File: config.mk
export PLATFORM = sky130hd
export DESIGN_NAME = tcm_timer_top
export DESIGN_NICKNAME = d
export VERILOG_FILES = /design/src/core/tcm_pkg.sv /design/src/core/tcm_timer_top.sv /design/src/core/tcm_sync3.sv /design/src/core/tcm_cnt_src.sv
export SDC_FILE = /design/constraint.sdc
export NUM_CORES = 1
export LEC_CHECK = 0
export BUFFER_PORTS_ARGS = -buffer_cell sky130_fd_sc_hd__buf_2
export CAP_MARGIN = 10
export CORE_MARGIN = 3
export CORE_UTILIZATION = 40
export CTS_CLUSTER_SIZE = 24
export DETAILED_ROUTE_END_ITERATION = 8
export SYNTH_ARGS = -nofsm -noshare
export SYNTH_HDL_FRONTEND = slang
export SYNTH_SLANG_ARGS = --single-unit
File: constraint.sdc
create_clock -name clk_i -period 3.25 [get_ports clk_i]
set_input_delay 0 -clock clk_i [delete_from_list [all_inputs] [get_ports clk_i]]
set_output_delay 0 -clock clk_i [all_outputs]
set_load 0.01 [all_outputs]
File: src/core/tcm_pkg.sv
// package of constants for the dual timer/counter block
package tcm_pkg;

  // register byte addresses
  localparam logic [7:0] ADDR_CONTROL = 8'h00;
  localparam logic [7:0] ADDR_MODE = 8'h04;
  localparam logic [7:0] ADDR_T0_LOW = 8'h08;
  localparam logic [7:0] ADDR_T0_HIGH = 8'h0C;
  localparam logic [7:0] ADDR_T1_LOW = 8'h10;
  localparam logic [7:0] ADDR_T1_HIGH = 8'h14;
  localparam logic [7:0] ADDR_IRQ_ENABLE = 8'h18;

  // control register fields
  localparam int CTL_T0_RUN = 4;
  localparam int CTL_T0_FLAG = 5;
  localparam int CTL_T1_RUN = 6;
  localparam int CTL_T1_FLAG = 7;

  // mode register fields (timer 1 uses the upper nibble)
  localparam int MOD_T0_LO = 0;
  localparam int MOD_T0_HI = 1;
  localparam int MOD_T0_SRC = 2;
  localparam int MOD_T0_GATE = 3;
  localparam int MOD_T1_LO = 4;
  localparam int MOD_T1_HI = 5;
  localparam int MOD_T1_SRC = 6;
  localparam int MOD_T1_GATE = 7;

  // interrupt enable register fields
  localparam int IEN_T0 = 1;
  localparam int IEN_T1 = 3;
  localparam int IEN_GLOBAL = 7;

  // reset values
  localparam logic [7:0] RST_BYTE = 8'h00;

  // timing: one peripheral cycle is six clocks
  localparam int PER_CYCLE_CLOCKS = 6;
  localparam logic [2:0] PER_DIV_LAST = 3'(PER_CYCLE_CLOCKS - 1);

  // operating modes
  localparam logic [1:0] MODE_13BIT = 2'h0;
  localparam logic [1:0] MODE_16BIT = 2'h1;
  localparam logic [1:0] MODE_RELOAD = 2'h2;
  localparam logic [1:0] MODE_SPLIT = 2'h3;

endpackage : tcm_pkg

File: src/core/tcm_timer_top.sv
// dual timer/counter with apb register access
`timescale 1ns/1ns
`default_nettype none
module tcm_timer_top (
  // clock and reset
  input wire logic clk_i,
  input wire logic resetn_i,
  // apb slave
  input wire logic psel_i,
  input wire logic penable_i,
  input wire logic pwrite_i,
  input wire logic [7:0] paddr_i,
  input wire logic [31:0] pwdata_i,
  output logic [31:0] prdata_o,
  output logic pready_o,
  output logic pslverr_o,
  // external pins
  input wire logic ext_irq0_pin_i,
  input wire logic ext_irq1_pin_i,
  input wire logic t0_count_pin_i,
  input wire logic t1_count_pin_i,
  // interrupt request and vector acknowledge
  input wire logic t0_irq_vector_i,
  input wire logic t1_irq_vector_i,
  output logic t0_irq_o,
  output logic t1_irq_o,
  // timer 1 overflow pulse for the serial port
  output logic t1_baud_tick_o
);

  // register state
  logic [7:0] t0_low_byte_q;
  logic [7:0] t0_high_byte_q;
  logic [7:0] t1_low_byte_q;
  logic [7:0] t1_high_byte_q;
  logic [7:0] timer_mode_reg_q;
  logic t0_run_bit_q;
  logic t1_run_bit_q;
  logic t0_overflow_flag_q;
  logic t1_overflow_flag_q;
  logic [7:0] irq_enable_reg_q;
  logic [2:0] div_q;
  logic per_cycle_q;

  // synchronised pins
  logic [3:0] pins_raw;
  logic [3:0] pins_sync;

  // bus decode
  logic wr_en;
  logic setup;
  logic wr_ctl;
  logic wr_mode;
  logic wr_t0lo;
  logic wr_t0hi;
  logic wr_t1lo;
  logic wr_t1hi;
  logic wr_ien;
  logic [31:0] rd_data;
  logic rd_err;

  // counting
  logic [1:0] t0_mode;
  logic [1:0] t1_mode;
  logic t0_split;
  logic ev0;
  logic ev1;
  logic en0;
  logic en1;
  logic inc0;
  logic inc1;
  logic inc0_hi;
  logic ovf0;
  logic ovf0_hi;
  logic ovf1;
  logic [16:0] nx0;
  logic [16:0] nx1;

  // one counting step of a timer, returns {overflow, high, low}
  function automatic logic [16:0] tcm_step(
    input logic [1:0] md,
    input logic [7:0] lo,
    input logic [7:0] hi
  );
    logic [16:0] r;
    logic [15:0] w;
    logic c;
    r = {1'b0, hi, lo};
    w = 16'h0000;
    c = 1'b0;
    case (md)
      tcm_pkg::MODE_13BIT: begin
        // upper three low bits kept, take no part
        c = (lo[4:0] == 5'h1F);
        r[4:0] = 5'(lo[4:0] + 5'h01);
        r[15:8] = c ? 8'(hi + 8'h01) : hi;
        r[16] = c && (hi == 8'hFF);
      end
      tcm_pkg::MODE_16BIT: begin
        w = 16'({hi, lo} + 16'h0001);
        r = {({hi, lo} == 16'hFFFF), w};
      end
      tcm_pkg::MODE_RELOAD: begin
        // reload from high byte, high byte untouched
        r[7:0] = (lo == 8'hFF) ? hi : 8'(lo + 8'h01);
        r[16] = (lo == 8'hFF);
      end
      default: begin
        // split mode: low byte as plain 8-bit timer
        r[7:0] = 8'(lo + 8'h01);
        r[16] = (lo == 8'hFF);
      end
    endcase
    return r;
  endfunction : tcm_step

  // peripheral cycle divider, one strobe every six clocks
  always_ff @(posedge clk_i or negedge resetn_i) begin
    if (!resetn_i) begin
      div_q <= 3'h0;
      per_cycle_q <= 1'b0;
    end else begin
      per_cycle_q <= (div_q == tcm_pkg::PER_DIV_LAST);
      div_q <= (div_q == tcm_pkg::PER_DIV_LAST) ? 3'h0 : 3'(div_q + 3'h1);
    end
  end

  // pin synchronisers
  assign pins_raw = {t1_count_pin_i, t0_count_pin_i, ext_irq1_pin_i, ext_irq0_pin_i};

  for (genvar g = 0; g < 4; g++) begin : g_sync
    tcm_sync3 u_sync (
      .clk_i(clk_i),
      .resetn_i(resetn_i),
      .pin_i(pins_raw[g]),
      .level_o(pins_sync[g])
    );
  end

  // count event sources
  tcm_cnt_src u_src0 (
    .clk_i(clk_i),
    .resetn_i(resetn_i),
    .per_cycle_i(per_cycle_q),
    .counter_sel_i(timer_mode_reg_q[tcm_pkg::MOD_T0_SRC]),
    .pin_level_i(pins_sync[2]),
    .event_o(ev0)
  );

  tcm_cnt_src u_src1 (
    .clk_i(clk_i),
    .resetn_i(resetn_i),
    .per_cycle_i(per_cycle_q),
    .counter_sel_i(timer_mode_reg_q[tcm_pkg::MOD_T1_SRC]),
    .pin_level_i(pins_sync[3]),
    .event_o(ev1)
  );

  // mode and enable decode
  assign t0_mode = {timer_mode_reg_q[tcm_pkg::MOD_T0_HI], timer_mode_reg_q[tcm_pkg::MOD_T0_LO]};
  assign t1_mode = {timer_mode_reg_q[tcm_pkg::MOD_T1_HI], timer_mode_reg_q[tcm_pkg::MOD_T1_LO]};
  assign t0_split = (t0_mode == tcm_pkg::MODE_SPLIT);

  // run alone, or run with pin high when gated
  assign en0 = t0_run_bit_q && (!timer_mode_reg_q[tcm_pkg::MOD_T0_GATE] || pins_sync[0]);

  // timer 1 halts in its mode 3; its run bit is lent out in split mode
  assign en1 = (t1_mode != tcm_pkg::MODE_SPLIT)
               && (t0_split || t1_run_bit_q)
               && (!timer_mode_reg_q[tcm_pkg::MOD_T1_GATE] || pins_sync[1]);

  assign inc0 = en0 && ev0;
  assign inc1 = en1 && ev1;

  // split high byte counts peripheral cycles under timer 1 run
  assign inc0_hi = t0_split && t1_run_bit_q && per_cycle_q;

  assign nx0 = tcm_step(t0_mode, t0_low_byte_q, t0_high_byte_q);
  assign nx1 = tcm_step(t1_mode, t1_low_byte_q, t1_high_byte_q);

  assign ovf0 = inc0 && nx0[16];
  assign ovf0_hi = inc0_hi && (t0_high_byte_q == 8'hFF);
  assign ovf1 = inc1 && nx1[16];

  // apb decode: registered answer, one wait-free access cycle
  assign setup = psel_i && !penable_i;
  assign wr_en = psel_i && penable_i && pready_o && pwrite_i;

  always_comb begin
    wr_ctl = 1'b0;
    wr_mode = 1'b0;
    wr_t0lo = 1'b0;
    wr_t0hi = 1'b0;
    wr_t1lo = 1'b0;
    wr_t1hi = 1'b0;
    wr_ien = 1'b0;
    rd_data = 32'h00000000;
    rd_err = 1'b0;
    if (paddr_i == tcm_pkg::ADDR_CONTROL) begin
      wr_ctl = wr_en;
      rd_data[tcm_pkg::CTL_T0_RUN] = t0_run_bit_q;
      rd_data[tcm_pkg::CTL_T0_FLAG] = t0_overflow_flag_q;
      rd_data[tcm_pkg::CTL_T1_RUN] = t1_run_bit_q;
      rd_data[tcm_pkg::CTL_T1_FLAG] = t1_overflow_flag_q;
    end else if (paddr_i == tcm_pkg::ADDR_MODE) begin
      wr_mode = wr_en;
      rd_data[7:0] = timer_mode_reg_q;
    end else if (paddr_i == tcm_pkg::ADDR_T0_LOW) begin
      wr_t0lo = wr_en;
      rd_data[7:0] = t0_low_byte_q;
    end else if (paddr_i == tcm_pkg::ADDR_T0_HIGH) begin
      wr_t0hi = wr_en;
      rd_data[7:0] = t0_high_byte_q;
    end else if (paddr_i == tcm_pkg::ADDR_T1_LOW) begin
      wr_t1lo = wr_en;
      rd_data[7:0] = t1_low_byte_q;
    end else if (paddr_i == tcm_pkg::ADDR_T1_HIGH) begin
      wr_t1hi = wr_en;
      rd_data[7:0] = t1_high_byte_q;
    end else if (paddr_i == tcm_pkg::ADDR_IRQ_ENABLE) begin
      wr_ien = wr_en;
      rd_data[7:0] = irq_enable_reg_q;
    end else begin
      rd_err = 1'b1;
    end
  end

  // apb answer flops
  always_ff @(posedge clk_i or negedge resetn_i) begin
    if (!resetn_i) begin
      pready_o <= 1'b0;
      pslverr_o <= 1'b0;
      prdata_o <= 32'h00000000;
    end else if (setup) begin
      pready_o <= 1'b1;
      pslverr_o <= rd_err;
      prdata_o <= pwrite_i ? 32'h00000000 : rd_data;
    end else begin
      pready_o <= 1'b0;
      pslverr_o <= 1'b0;
    end
  end

  // mode and interrupt enable registers
  always_ff @(posedge clk_i or negedge resetn_i) begin
    if (!resetn_i) begin
      timer_mode_reg_q <= tcm_pkg::RST_BYTE;
      irq_enable_reg_q <= tcm_pkg::RST_BYTE;
    end else begin
      if (wr_mode) begin
        timer_mode_reg_q <= pwdata_i[7:0];
      end
      if (wr_ien) begin
        irq_enable_reg_q <= pwdata_i[7:0];
      end
    end
  end

  // run bits only gate counting, count bytes are left alone
  always_ff @(posedge clk_i or negedge resetn_i) begin
    if (!resetn_i) begin
      t0_run_bit_q <= 1'b0;
      t1_run_bit_q <= 1'b0;
    end else if (wr_ctl) begin
      t0_run_bit_q <= pwdata_i[tcm_pkg::CTL_T0_RUN];
      t1_run_bit_q <= pwdata_i[tcm_pkg::CTL_T1_RUN];
    end
  end

  // timer 0 count bytes, software write wins over counting
  always_ff @(posedge clk_i or negedge resetn_i) begin
    if (!resetn_i) begin
      t0_low_byte_q <= tcm_pkg::RST_BYTE;
      t0_high_byte_q <= tcm_pkg::RST_BYTE;
    end else begin
      if (wr_t0lo) begin
        t0_low_byte_q <= pwdata_i[7:0];
      end else if (inc0) begin
        t0_low_byte_q <= nx0[7:0];
      end
      if (wr_t0hi) begin
        t0_high_byte_q <= pwdata_i[7:0];
      end else if (t0_split) begin
        if (inc0_hi) begin
          t0_high_byte_q <= 8'(t0_high_byte_q + 8'h01);
        end
      end else if (inc0) begin
        t0_high_byte_q <= nx0[15:8];
      end
    end
  end

  // timer 1 count bytes
  always_ff @(posedge clk_i or negedge resetn_i) begin
    if (!resetn_i) begin
      t1_low_byte_q <= tcm_pkg::RST_BYTE;
      t1_high_byte_q <= tcm_pkg::RST_BYTE;
    end else begin
      if (wr_t1lo) begin
        t1_low_byte_q <= pwdata_i[7:0];
      end else if (inc1) begin
        t1_low_byte_q <= nx1[7:0];
      end
      if (wr_t1hi) begin
        t1_high_byte_q <= pwdata_i[7:0];
      end else if (inc1) begin
        t1_high_byte_q <= nx1[15:8];
      end
    end
  end

  // overflow flags: set beats software clear and vector clear
  always_ff @(posedge clk_i or negedge resetn_i) begin
    if (!resetn_i) begin
      t0_overflow_flag_q <= 1'b0;
      t1_overflow_flag_q <= 1'b0;
    end else begin
      if (ovf0) begin
        t0_overflow_flag_q <= 1'b1;
      end else if (t0_irq_vector_i) begin
        t0_overflow_flag_q <= 1'b0;
      end else if (wr_ctl) begin
        t0_overflow_flag_q <= pwdata_i[tcm_pkg::CTL_T0_FLAG];
      end
      // split high byte owns this flag while timer 0 is in mode 3
      if (t0_split ? ovf0_hi : ovf1) begin
        t1_overflow_flag_q <= 1'b1;
      end else if (t1_irq_vector_i) begin
        t1_overflow_flag_q <= 1'b0;
      end else if (wr_ctl) begin
        t1_overflow_flag_q <= pwdata_i[tcm_pkg::CTL_T1_FLAG];
      end
    end
  end

  // interrupt requests and baud tick
  always_ff @(posedge clk_i or negedge resetn_i) begin
    if (!resetn_i) begin
      t0_irq_o <= 1'b0;
      t1_irq_o <= 1'b0;
      t1_baud_tick_o <= 1'b0;
    end else begin
      t0_irq_o <= t0_overflow_flag_q && irq_enable_reg_q[tcm_pkg::IEN_T0]
                  && irq_enable_reg_q[tcm_pkg::IEN_GLOBAL];
      t1_irq_o <= t1_overflow_flag_q && irq_enable_reg_q[tcm_pkg::IEN_T1]
                  && irq_enable_reg_q[tcm_pkg::IEN_GLOBAL];
      t1_baud_tick_o <= ovf1;
    end
  end

endmodule : tcm_timer_top
`default_nettype wire

File: src/core/tcm_sync3.sv
// three-flop pin synchroniser with agreement filter
`timescale 1ns/1ns
`default_nettype none
module tcm_sync3 (
  // clock and reset
  input wire logic clk_i,
  input wire logic resetn_i,
  // pin in, clean level out
  input wire logic pin_i,
  output logic level_o
);
  logic s1_q;
  logic s2_q;
  logic s3_q;

  always_ff @(posedge clk_i or negedge resetn_i) begin
    if (!resetn_i) begin
      s1_q <= 1'b0;
      s2_q <= 1'b0;
      s3_q <= 1'b0;
    end else begin
      s1_q <= pin_i;
      s2_q <= s1_q;
      s3_q <= s2_q;
    end
  end

  // change accepted once second and third agree
  always_ff @(posedge clk_i or negedge resetn_i) begin
    if (!resetn_i) begin
      level_o <= 1'b0;
    end else if (s2_q == s3_q) begin
      level_o <= s3_q;
    end
  end
endmodule : tcm_sync3
`default_nettype wire

File: src/core/tcm_cnt_src.sv
// count event source: peripheral cycle or sampled pin falling edge
`timescale 1ns/1ns
`default_nettype none
module tcm_cnt_src (
  // clock and reset
  input wire logic clk_i,
  input wire logic resetn_i,
  // peripheral cycle strobe and source select
  input wire logic per_cycle_i,
  input wire logic counter_sel_i,
  input wire logic pin_level_i,
  // one-cycle count event
  output logic event_o
);
  logic prev_q;
  logic cur_q;

  // pin sampled once per peripheral cycle
  always_ff @(posedge clk_i or negedge resetn_i) begin
    if (!resetn_i) begin
      prev_q <= 1'b0;
      cur_q <= 1'b0;
    end else if (per_cycle_i) begin
      prev_q <= cur_q;
      cur_q <= pin_level_i;
    end
  end

  // one sample high, the next low: count once
  assign event_o = counter_sel_i ? (per_cycle_i && prev_q && !cur_q) : per_cycle_i;
endmodule : tcm_cnt_src
`default_nettype wire

==> metrics list, run 1 <==
- After synthesis, the share of flip-flops with an asynchronous set or reset is 100%.
* Final HPWL DP: between 10000 and 15000 um
- TritonCTS clock tree: built
- The worst setup path is of the register to register kind.
* # DRC: 0
* Setup repair after global routing missed its margin: no
- Max capacitance violation total: 0
- Achievable clock frequency: 385 MHz
- For the worst setup path, the data arrival time is 2.83 ns.
* Final Hold Viols: 0
- Once the floorplan was initialized, standard cells occupied 41.7% of the core.
- STA classifies the critical path endpoint as a register.
* Pins Over Slew Limit: 0
- Final clock skew: 0.00538 ns
- After synthesis, flip-flops and latches occupy 41.7% of the total area.
- The number of clock buffers added by TritonCTS is 9.
- Overall fraction of global-route tracks in use: 20.3%
- Bufs on Longest Clock Path: 2
- In the synthesized netlist, the number of instances is 578.
- Initial DRC count: 535
* Source-to-sink clock delay at the later pin of the worst-skew pair: 0.35 ns
- The floorplan has 41 rows.
- In this run the remaining antenna-violating nets after routing total 0.
- Launch point of the critical path: t1_low_byte_q[0]
- After filler insertion, the fill cell instance count of the layout stands at 1233.
- First-pass GRT wire length: 23100 um
- Post-synth top area cell: sky130_fd_sc_hd__dfrtp_1
- Nature of the critical path startpoint: register
- The floorplan step defined a die boundary enclosing roughly 15000 sq um.
* Die Width: 122 um
* CTS root buffer: sky130_fd_sc_hd__clkbuf_16
- The finished cells cover 6000 sq um.
- Hold timing on the final database bottoms out at a slack of ~0.039 ns.
* Vias in the first global route: 4256
- The startpoint identified for the worst hold timing path is pwdata_i[6].
- Wire segments on met3 add up to ~1300 um in the final route.
- The endpoint identified for the worst register-to-register timing path is t1_high_byte_q[7].
- Summed over all layers, the global routing overflow is 0.
- Pre-Repair DR Iteration Count: 5
- Maximum fanout along the worst path: 8
- Summed over all nets, wire length on met2 after detailed routing comes to 6480 um.
* Number of buffers added on ports: 39
- Proportion of netlist area held by the largest area contributor: a little over two fifths
- Synthesized area: 5350 sq um
- Endpoint required time on the critical path: 3.48 ns
- Counting flops and latches in the post-synthesis netlist gives 89.
- Sum of negative setup slack: 0 ns
- The most critical setup path has its endpoint at t1_high_byte_q[7].
* Largest net degree at the start of global routing: between 70 and 80
- The tightest min-delay check is of the primary input to register type.
- In the synthesized netlist, the cells that appear most often are sky130_fd_sc_hd__dfrtp_1 (89), sky130_fd_sc_hd__nand2_1 (57), sky130_fd_sc_hd__nor2_1 (55).
- Initial antenna violation count: 0
- Number of standard cells in the layout, taps in and fillers out: slightly below 800
* Pwr Total: approximately 0.0024 W
* Synthesized area divided by synthesized cell count: 9.25 sq um
- Count of placed standard cells including taps: between 700 and 800
- H-tree level count: 3
- Final nets: 685
- Cell area after placement: 5600 sq um
- Layout overhead on the synthesized area: 12.2%
- Clock-pin slew on the worst setup and hold paths: around 0.07 ns
- The netlist uses 62 different library cells.
* Count of flip-flops with a built-in enable after synthesis: 0
- Last weighted congestion value of the routability-driven placer: 0.923
- Core area: 12800 sq um
- Register-to-register path setup slack: ~0.65 ns
- The tree built by TritonCTS fans out to between 80 and 90 sinks.
- The highest metal layer carrying signal wires in the routed design is met4.
- After detailed routing, the average wire length per cell comes to 18.4 um.
* Number of endpoints failing setup at the final stage: 0
- For this block, the routed nets add up to around 15000 um of wire.
- Share of the cycle needed by the critical path after routing: 79.9%
- Total of warnings raised by yosys: 0
- After synthesis, the cell types taking the most area are sky130_fd_sc_hd__dfrtp_1 (42%), sky130_fd_sc_hd__mux2_2 (5.9%), sky130_fd_sc_hd__nand2_1 (4.0%).
- Headroom to the max-slew limit came out at 33.2%.
- Sum of routed wire segments on met1: 6570 um
- The repair_antennas step left the layout with diodes totalling 0.
- Height of the die: ~120 um
- For the pin with the worst max-slew slack, the measured transition is 0.999 ns.
- Cell depth of the worst flop-to-flop path: 9
- # IOs: 88
- The startpoint identified for the worst register-to-register timing path is t1_low_byte_q[0].
- For the finished layout, the period the worst path requires is around 2.6 ns.
- Via-to-Cell Ratio: 5.91
- The run finished with clean final reports.
* Power density over the cells: 403 nW/um^2
- Most common cell in the synthesized netlist: sky130_fd_sc_hd__dfrtp_1
- For this design the static power due to leakage is 2.58 nW.
- VDD sags by at most 0.257 mV.
- Main flop type after synthesis: sky130_fd_sc_hd__dfrtp_1
* Ratio of cells with drive above 1 in the final layout: 15.1%
* Total via count after detailed routing: 4701
flip-flops by register name, summed over array words and instances, names as in the netlist, 3 cells and up:
signal / cells
t0_high_byte_q: 8
g_sync.u_sync.s2_q: 4
g_sync.u_sync.level_o: 4
div_q: 3
g_sync.u_sync.s3_q: 4
g_sync.u_sync.s1_q: 4
t0_low_byte_q: 8
t1_high_byte_q: 8
t1_low_byte_q: 8
timer_mode_reg_q: 8
irq_enable_reg_q: 8
prdata_o: 8
area by class of cell:
cell class | instances | area, sq um | area share [%]
inverter | 13 | 48.8 | 0.813
clock inverter | 6 | 52.6 | 0.876
sequential | 89 | 2230 | 37.1
clock buffer | 10 | 239 | 3.98
multi-input combinational | 451 | 2870 | 47.9
timing repair buffer | 55 | 345 | 5.76
tap | 172 | 215 | 3.59
worst min path at each step:
stage,to,depth (start not counted)
2_1_floorplan,div_q[0],0
4_1_cts,t1_low_byte_q[6],3
3_3_place_gp,g_sync[3].u_sync.s1_q,1
6_report,t1_low_byte_q[6],3
5_1_grt,t0_low_byte_q[4],3
3_5_place_dp,g_sync[0].u_sync.s1_q,1
worst max-delay path: stages, from the launching register on:
cell                      delay, ns
sky130_fd_sc_hd__dfrtp_1       0.43
sky130_fd_sc_hd__ha_1          0.21
sky130_fd_sc_hd__nand3_1       0.23
sky130_fd_sc_hd__inv_1         0.15
sky130_fd_sc_hd__ha_1          0.15
sky130_fd_sc_hd__nand2_1       0.08
sky130_fd_sc_hd__o21a_1        0.16
sky130_fd_sc_hd__or4b_2        0.65
sky130_fd_sc_hd__xnor2_1       0.14
sky130_fd_sc_hd__mux2_2        0.26
cell families (layout without fill, tap and decap cells):
logic type,Yosys count,count (layout),share of synthesized area [%]
and+or+nand+nor,215,215,20.4
AOI/OAI and AO/OA,145,145,17.9
DFF,89,89,41.7
buffers and inverters,61,84,6.25
muxes,37,37,7.58
adders and majority gates,19,19,4.26
xor gates and xnor gates,11,11,1.80
other,1,24,0.0701
repair_timing:
| item | in CTS | in global routing |
|---|---|---|
| hold endpoints to repair | 87 | 0 |
| buffers inserted | 0 | 0 |
| resized for setup | 0 | 0 |
| hold buffers | 11 | 0 |
metrics by stage:
step / setup WS [ns] / utilization, %
global placement: 0.736 / 43.6
finish: 0.654 / 46.8
global route: 0.461 / 46.8
CTS: 0.691 / 46.8
detailed placement: 0.702 / 43.6
floorplan: 0.920 / -
power breakdown:
group | switching (W) | leakage (nW) | internal (W)
Combinational | 0.000159 | 1.41 | 0.0000898
Sequential | 0.0000270 | 1.04 | 0.00114
Clock | 0.000458 | 0.137 | 0.000548
cell usage in the layout, fill, tap and decap left out, types with 3 or more instances in the layout:
cell / count
sky130_fd_sc_hd__dfrtp_1: 89
sky130_fd_sc_hd__nand2_1: 57
sky130_fd_sc_hd__nor2_1: 55
sky130_fd_sc_hd__buf_2: 38
sky130_fd_sc_hd__a21oi_1: 29
sky130_fd_sc_hd__mux2_2: 28
sky130_fd_sc_hd__o21ai_0: 27
sky130_fd_sc_hd__conb_1: 24
sky130_fd_sc_hd__o31ai_1: 20
sky130_fd_sc_hd__nand3_1: 19
sky130_fd_sc_hd__ha_1: 15
sky130_fd_sc_hd__nand4_1: 14
sky130_fd_sc_hd__and3_1: 13
sky130_fd_sc_hd__a31oi_1: 12
sky130_fd_sc_hd__inv_1: 12
sky130_fd_sc_hd__dlygate4sd3_1: 11
sky130_fd_sc_hd__a22oi_1: 10
sky130_fd_sc_hd__nor2b_1: 9
sky130_fd_sc_hd__mux2i_1: 9
sky130_fd_sc_hd__nor3_1: 9
sky130_fd_sc_hd__a211oi_1: 9
sky130_fd_sc_hd__clkbuf_16: 9
sky130_fd_sc_hd__or4_1: 7
sky130_fd_sc_hd__nand2b_1: 7
sky130_fd_sc_hd__xor2_1: 7
sky130_fd_sc_hd__o22ai_1: 6
sky130_fd_sc_hd__nor4_1: 6
sky130_fd_sc_hd__buf_4: 6
sky130_fd_sc_hd__and4_1: 5
sky130_fd_sc_hd__or3_1: 4
sky130_fd_sc_hd__maj3_1: 4
sky130_fd_sc_hd__xnor2_1: 4
sky130_fd_sc_hd__o211ai_1: 4
sky130_fd_sc_hd__a221oi_1: 4
sky130_fd_sc_hd__a32oi_1: 3
sky130_fd_sc_hd__a211o_1: 3
sky130_fd_sc_hd__clkinv_4: 3
routing by layer:
metal  GRT usage (%)  vias up
met5               0        -
met4            7.00        0
met3            5.01       24
met2            30.7      211
met1            28.5     2285
li1                -     2181
Note: power is estimated with default switching activity, not from simulation.
==> inputs of run 2 (changes only) <==
==> constraint.sdc (replaced) <==
create_clock -name clk_i -period 2.5 [get_ports clk_i]
set_input_delay 0 -clock clk_i [delete_from_list [all_inputs] [get_ports clk_i]]
set_output_delay 0 -clock clk_i [all_outputs]
set_load 0.01 [all_outputs]
==> run 2 against run 1 <==
Net effect:
- fmax rose by 10%
- non-clock buffer count rose by 12
- hold slack got worse by 0.032 ns
- first-iteration DRC count fell by 24%
- via count fell by 0.49%
- largest cell class unchanged
- critical path depth fell by 2
- cell area rose by 1.9%
- sequential power rose by 30%
- register-to-register slack got worse by 0.51 ns
- core utilization rose by 0.88 points
- global-route usage rose by 0.35 points
==> metrics list, run 2 (synthesis gave the netlist of run 1 again) <==
- Outcome: complete, no violations (unchanged)
- Critical Path AT: 2.62 ns (was 2.83 ns)
- Share of the core filled with cells in the final layout: 47.7% (was 46.8%)
* Initial DRC count: 408 (was 535)
- Total die area: 14800 sq um (unchanged)
- The maximum achievable frequency was 424 MHz (was 385 MHz).
- The number of core rows came to 41 (unchanged).
- Clock buffers created by TritonCTS: 9 (unchanged)
* Count of filler cells inserted in the layout: 1245 (was 1233)
* TritonCTS clock tree: built (unchanged)
* Source-to-sink clock delay at the later pin of the worst-skew pair: 0.34 ns (was 0.35 ns)
* Total via count after detailed routing: 4678 (was 4701)
- The number of global-route vias before repair came to 4387 (was 4256).
* Number of endpoints failing setup at the final stage: 0 (unchanged)
- Max transition margin: 50.9% (was 33.2%)
- Transition time of the tightest slew-check pin: 0.732 ns (was 0.999 ns)
* Path type of the worst setup path: register to register (unchanged)
* Max capacitance violation total: 0 (unchanged)
* Setup crit end kind: register (unchanged)
- The post-layout instance count excluding filler cells came to 808 (was 796).
- Most frequent standard cell in the layout excluding fill and tap cells: sky130_fd_sc_hd__dfrtp_1 (unchanged)
- The post-synthesis to final-layout area growth was 14.3% (was 12.2%).
* Largest net degree at the start of global routing: 48 (was 72)
- The leakage power total is 2.65 nW (was 2.58 nW).
- Via-to-Cell Ratio: 5.79 (was 5.91)
* Minimum period implied by the final worst setup slack: 2.36 ns (was 2.60 ns)
- The sequential cell area was 2230 sq um (about the same).
- Post-Route WL: 14700 um (was 14600 um)
- The gate family responsible for the most delay along the worst path was simple AND/OR/NAND/NOR gates (unchanged).
- The class of the tightest hold or removal check is primary input to register (unchanged).
- Critical path, cell by cell: ha_2 -> and3_1 -> ha_1 -> mux2i_1 -> o31a_2 -> or4_1 -> a31oi_1 (was ha_1 -> nand3_1 -> inv_1 -> ha_1 -> nand2_1 -> o21a_1 -> or4b_2 -> xnor2_1 -> mux2_2)
- Last weighted congestion value of the routability-driven placer: 0.930 (was 0.923)
- The buffers plus inverters on the worst setup path was 0 (was 1).
- Maximum fanout along the worst path: 16 (was 8)
- Highest-count cells in the layout ignoring fill and taps: sky130_fd_sc_hd__dfrtp_1 (88), sky130_fd_sc_hd__nand2_1 (57), sky130_fd_sc_hd__nor2_1 (55), sky130_fd_sc_hd__buf_2 (38), sky130_fd_sc_hd__a21oi_1 (29) (was sky130_fd_sc_hd__dfrtp_1 (89), sky130_fd_sc_hd__nand2_1 (57), sky130_fd_sc_hd__nor2_1 (55), sky130_fd_sc_hd__buf_2 (38), sky130_fd_sc_hd__a21oi_1 (29)).
- The period utilization is 94.4% (was 79.9%).
* Die Width: 122 um (unchanged)
* Pins Over Slew Limit: 0 (unchanged)
* H-tree level count: 3 (unchanged)
- The placed instance count is 781 (was 769).
* Effective utilization at floorplan: 41.7% (unchanged)
- The number of clock sinks is 89 (unchanged).
- The number of antenna-violating nets in the routed design came to 0 (unchanged).
- Final clock skew: 0.00595 ns (was 0.00538 ns)
* Initial antenna violation count: 0 (unchanged)
- Bufs on Longest Clock Path: 2 (unchanged)
- Overall fraction of global-route tracks in use: 20.7% (was 20.3%)
* Clock-pin slew on the worst setup and hold paths: 0.06 ns (was 0.07 ns)
- The aggregate global routing overflow is 0 (unchanged).
- The count of final hold-check violations was 0 (unchanged).
* Setup repair after global routing missed its margin: no (unchanged)
- Count of buffers added by post-CTS timing repair for setup: 0 (unchanged)
* Power density over the cells: 524 nW/um^2 (was 403 nW/um^2)
- The number of inserted diodes is 0 (unchanged).
- The data required time of the critical path came to 2.76 ns (was 3.48 ns).
* Final nets: 697 (was 685)
- Multi-input gate area: 2880 sq um (was 2870 sq um)
- Ratio of cells with drive above 1 in the final layout: 17.0% (was 15.1%)
* # IOs: 88 (unchanged)
- Final HPWL DP: 10600 um (was 10500 um)
* # DRC: 0 (unchanged)
- Peak supply drop: 0.262 mV (was 0.257 mV)
- The worst-path cell with the longest stage delay is sky130_fd_sc_hd__or4_1 (was sky130_fd_sc_hd__or4b_2).
* Largest incremental delay on the critical path: 0.55 ns (was 0.65 ns)
* Nature of the critical path startpoint: register (unchanged)
- Number of buffers added on ports: 39 (unchanged)
- Detail-routed net length per standard cell: 18.1 um (was 18.4 um)
* Pre-Repair DR Iteration Count: 5 (unchanged)
- The wire length of the first global-routing pass came to 23700 um (was 23100 um).
- The sum of negative setup slack came to 0 ns (unchanged).
* Height of the die: 122 um (unchanged)
- CTS root buffer: sky130_fd_sc_hd__clkbuf_16 (unchanged)
- The core footprint was 12800 sq um (unchanged).
==> run 2: worst register-to-register path: stages, from the launching register on <==
cell                      delay [ns]
sky130_fd_sc_hd__dfrtp_1        0.45
sky130_fd_sc_hd__ha_2           0.25
sky130_fd_sc_hd__and3_1         0.16
sky130_fd_sc_hd__ha_1           0.17
sky130_fd_sc_hd__mux2i_1        0.10
sky130_fd_sc_hd__o31a_2         0.42
sky130_fd_sc_hd__or4_1          0.55
sky130_fd_sc_hd__a31oi_1        0.19
==> run 2: area by class of cell <==
type                            instances  area share [%]
Clock buffer                           10            3.75
Clock inverter                          6            1.11
Inverter                               13           0.798
Multi-Input combinational cell        451            47.0
Sequential cell                        89            36.5
Tap cell                              172            3.52
Timing Repair Buffer                   67            7.33
==> run 2: routing by layer <==
| layer | vias up | part of all wire [%] | track usage (%) |
|---|---|---|---|
| met1 | 2253 | 47 | 29.3 |
| met5 | - | 0 | 0 |
| met4 | 0 | 2.9 | 9.03 |
| met3 | 33 | 6.2 | 3.16 |
| met2 | 193 | 44 | 31.5 |
| li1 | 2199 | - | - |
==> run 2: final timing paths <==
check	from	cells past startpoint	to	slack, ns
worst max register to register	t0_low_byte_q[1]	7	t0_high_byte_q[5]	0.14
max in group asynchronous	resetn_i	3	t1_low_byte_q[0]	1.59
worst min-delay path	pwdata_i[3]	3	t0_high_byte_q[3]	0.008
min in group asynchronous	resetn_i	2	irq_enable_reg_q[6]	0.23
worst max-delay path	t0_low_byte_q[1]	7	t0_high_byte_q[5]	0.14
worst min register to register	g_sync[1].u_sync.s1_q	0	g_sync[1].u_sync.s2_q	0.35
==> run 2: power breakdown <==
group | internal, W | total, W | switching, W
clock | 0.000779 | 0.00136 | 0.000581
sequential | 0.00148 | 0.00151 | 0.0000343
combinational | 0.000124 | 0.000332 | 0.000208
total | 0.00238 | 0.00320 | 0.000823
==> run 2: repair_timing <==
item                                    CTS  global route
endpoints found under the setup margin    0             3
hold buffers                             11             0
hold endpoints to repair                 61             0
resized for setup                         0             3
==> run 2: stage by stage <==
step	instance area, sq um	power, W	setup WS (ns)	hold WS (ns)
final	6110	0.00320	0.141	0.00790
after floorplan	5430	0.00174	0.170	-0.296
after global placement	5700	0.00185	0.178	0.0670
after detailed placement	5700	0.00185	0.128	0.0696
after CTS	6110	0.00323	0.117	0.00146
after global routing	6110	0.00334	0.00427	0.00927
==> inputs of run 3 (changes only) <==
--- a/config.mk
+++ b/config.mk
@@ -5,7 +5,7 @@
 export SDC_FILE = /design/constraint.sdc
 export NUM_CORES = 1
 export LEC_CHECK = 0
-export BUFFER_PORTS_ARGS = -buffer_cell sky130_fd_sc_hd__buf_2
+export BUFFER_PORTS_ARGS = -buffer_cell sky130_fd_sc_hd__buf_4
 export CAP_MARGIN = 10
 export CORE_MARGIN = 3
 export CORE_UTILIZATION = 40
==> run 3 against run 2 <==
Net effect:
- sequential share of layout area fell by 0.80 points
- core utilization rose by 1.1 points
- count of clock-buffer cells in the layout fell by 1
- critical path type unchanged
- combinational power rose by 6.6%
- hold slack improved by 0.020 ns
- highest routed layer unchanged
==> metrics list, run 3 (synthesis gave the netlist of run 1 again) <==
- The sum of met3 wire segment lengths after detailed routing came to 978 um (was 915 um).
- Effective utilization at floorplan: 41.7% (unchanged)
- Total die area: 14800 sq um (unchanged)
- Post-Route WL: 15100 um (was 14700 um)
- The horizontal die dimension was 122 um (unchanged).
* Transition time of the tightest slew-check pin: 0.799 ns (was 0.732 ns)
* Endpoint required time on the critical path: 2.77 ns (was 2.76 ns)
- Sum of negative setup slack: 0 ns (unchanged)
- The period utilization was 94.3% (was 94.4%).
- The maximum number of pins on one net before global-route repair was 48 (unchanged).
- The power density normalized to cell area is 521 nW/um^2 (was 524 nW/um^2).
- The wire length of the first global-routing pass came to 24400 um (was 23700 um).
- Outcome: complete, no violations (unchanged)
- Clock buffers created by TritonCTS: 9 (unchanged)
- Antenna Nets Post-Route: 0 (unchanged)
- The post-route minimum period was 2.36 ns (about the same).
* Maximum fanout along the worst path: 16 (unchanged)
- The max-capacitance violation count came to 0 (unchanged).
- The number of placed I/O pins came to 88 (unchanged).
* Pre-Repair DR Iteration Count: 4 (was 5)
- # DRC: 0 (unchanged)
* TritonCTS clock tree: built (unchanged)
- The number of inserted diodes was 0 (unchanged).
- The count of endpoints failing setup in the final report is 0 (unchanged).
* Highest-count cells in the layout ignoring fill and taps: sky130_fd_sc_hd__dfrtp_1 (88), sky130_fd_sc_hd__nand2_1 (57), sky130_fd_sc_hd__nor2_1 (55), sky130_fd_sc_hd__buf_4 (55), sky130_fd_sc_hd__a21oi_1 (29) (was sky130_fd_sc_hd__dfrtp_1 (88), sky130_fd_sc_hd__nand2_1 (57), sky130_fd_sc_hd__nor2_1 (55), sky130_fd_sc_hd__buf_2 (38), sky130_fd_sc_hd__a21oi_1 (29))
- The number of core rows was 41 (unchanged).
- Initial antenna violation count: 0 (unchanged)
- The count of final hold-check violations is 0 (unchanged).
* Final clock skew: 0.00676 ns (was 0.00595 ns)
* H-tree level count: 3 (unchanged)
* Pins Over Slew Limit: 0 (unchanged)
* Total via count after detailed routing: 4681 (was 4678)
- Core area: 12800 sq um (unchanged)
* Remaining Overflow, GRT: 0 (unchanged)
- Via-to-Cell Ratio: 5.76 (was 5.79)
* Final HPWL DP: 10800 um (was 10600 um)
- Number of sinks driven by the clock tree: 89 (unchanged)
* Last weighted congestion value of the routability-driven placer: 0.923 (was 0.930)
- Peak supply drop: 0.307 mV (was 0.262 mV)
- Path type of the worst setup path: register to register (unchanged)
- Vias in the first global route: 4464 (was 4387)
* Number of buffers added on ports: 39 (unchanged)
* Overall fraction of global-route tracks in use: 21.4% (was 20.7%)
- Ratio of cells with drive above 1 in the final layout: 16.9% (was 17.0%)
- Uppermost routed layer: met4 (unchanged)
- Setup repair after global routing missed its margin: no (unchanged)
- The sum of routed wire segments on met1 came to 7120 um (was 6870 um).
* Height of the die: 122 um (unchanged)
- Bufs on Longest Clock Path: 2 (unchanged)
- Initial DRC count: 431 (was 408)
- The clock root buffer is sky130_fd_sc_hd__clkbuf_16 (unchanged).
- Source-to-sink clock delay at the later pin of the worst-skew pair: 0.35 ns (was 0.34 ns)
* Max transition margin: 46.4% (was 50.9%)
- Most frequent standard cell in the layout excluding fill and tap cells: sky130_fd_sc_hd__dfrtp_1 (unchanged)
* Nature of the critical path startpoint: register (unchanged)
* Detail-routed net length per standard cell: 18.6 um (was 18.1 um)
- Final worst hold slack: 0.0278 ns (was 0.00790 ns)
- The leakage power total is 2.70 nW (was 2.65 nW).
- Achievable clock frequency: 424 MHz (about the same)
- Clock-pin slew on the worst setup and hold paths: 0.07 ns (was 0.06 ns)
* Worst min path class: primary input to register (unchanged)
* Detailed route wirelength on metal2: 6610 um (was 6460 um)
- The total number of nets in the final design came to 701 (was 697).
- The post-synthesis to final-layout area growth came to 16.9% (was 14.3%).
- The critical path capture point type was a register (unchanged).
- The data arrival time of the critical path came to 2.63 ns (was 2.62 ns).
==> run 3: cell types whose count changed in the layout (fill, tap and decap cells not counted), sizes merged <==
cell / previous run / this run
clkbuf: 10 / 9
inv: 13 / 16
dlygate4sd3: 11 / 15
clkinvlp: 2 / 0
==> run 3: final timing paths <==
path / startpoint / depth (start not counted) / endpoint / slack [ns]
max: t0_low_byte_q[1] / 7 / t0_high_byte_q[5] / 0.14
min: paddr_i[4] / 3 / pslverr_o / 0.03
max reg2reg: t0_low_byte_q[1] / 7 / t0_high_byte_q[5] / 0.14
min reg2reg: g_sync[1].u_sync.s1_q / 0 / g_sync[1].u_sync.s2_q / 0.35
max in group asynchronous: resetn_i / 3 / u_src1.cur_q / 1.59
min in group asynchronous: resetn_i / 2 / irq_enable_reg_q[6] / 0.23
==> run 3: final cells by class <==
class | instances | area [sq um]
clock buffer | 9 | 225
clock inverter | 7 | 75.1
fill | 1214 | 6580
inverter | 13 | 48.8
multi-input combinational | 451 | 2870
sequential | 89 | 2230
tap | 172 | 215
timing repair buffer | 71 | 583
==> run 3: power by group <==
group / switching, W / leakage [nW] / internal [W]
Combinational: 0.000213 / 1.51 / 0.000141
Sequential: 0.0000331 / 1.04 / 0.00148
Clock: 0.000609 / 0.151 / 0.000786
==> run 3: what timing repair did <==
item | 4_1_cts | 5_1_grt
setup endpoints to repair | 0 | 3
hold buffers | 15 | 0
resized for setup | 0 | 2
setup buffers | 0 | 0
hold endpoints to repair | 82 | 0
==> run 3: metal layers <==
layer | GRT usage [%] | up-vias
met5 | 0 | -
met4 | 8.33 | 0
met3 | 4.27 | 28
met2 | 31.6 | 184
met1 | 31.0 | 2259
li1 | - | 2210
==> run 3: critical path, stage by stage (launching register included) <==
cell                      delay, ns
sky130_fd_sc_hd__dfrtp_1       0.44
sky130_fd_sc_hd__ha_1          0.25
sky130_fd_sc_hd__and3_1        0.17
sky130_fd_sc_hd__ha_1          0.17
sky130_fd_sc_hd__mux2i_1       0.10
sky130_fd_sc_hd__o31a_2        0.41
sky130_fd_sc_hd__or4_1         0.56
sky130_fd_sc_hd__a31oi_1       0.17
==> run 3: stage by stage <==
step	setup WS, ns	instances	power, W	instance area, sq um	util [%]
3_5_place_dp	0.140	781	0.00187	5800	45.2
5_1_grt	0.00630	812	0.00339	6250	48.7
2_1_floorplan	0.170	601	0.00174	5430	-
6_report	0.143	812	0.00326	6250	48.7
3_3_place_gp	0.172	781	0.00186	5800	45.2
4_1_cts	0.121	812	0.00328	6250	48.7
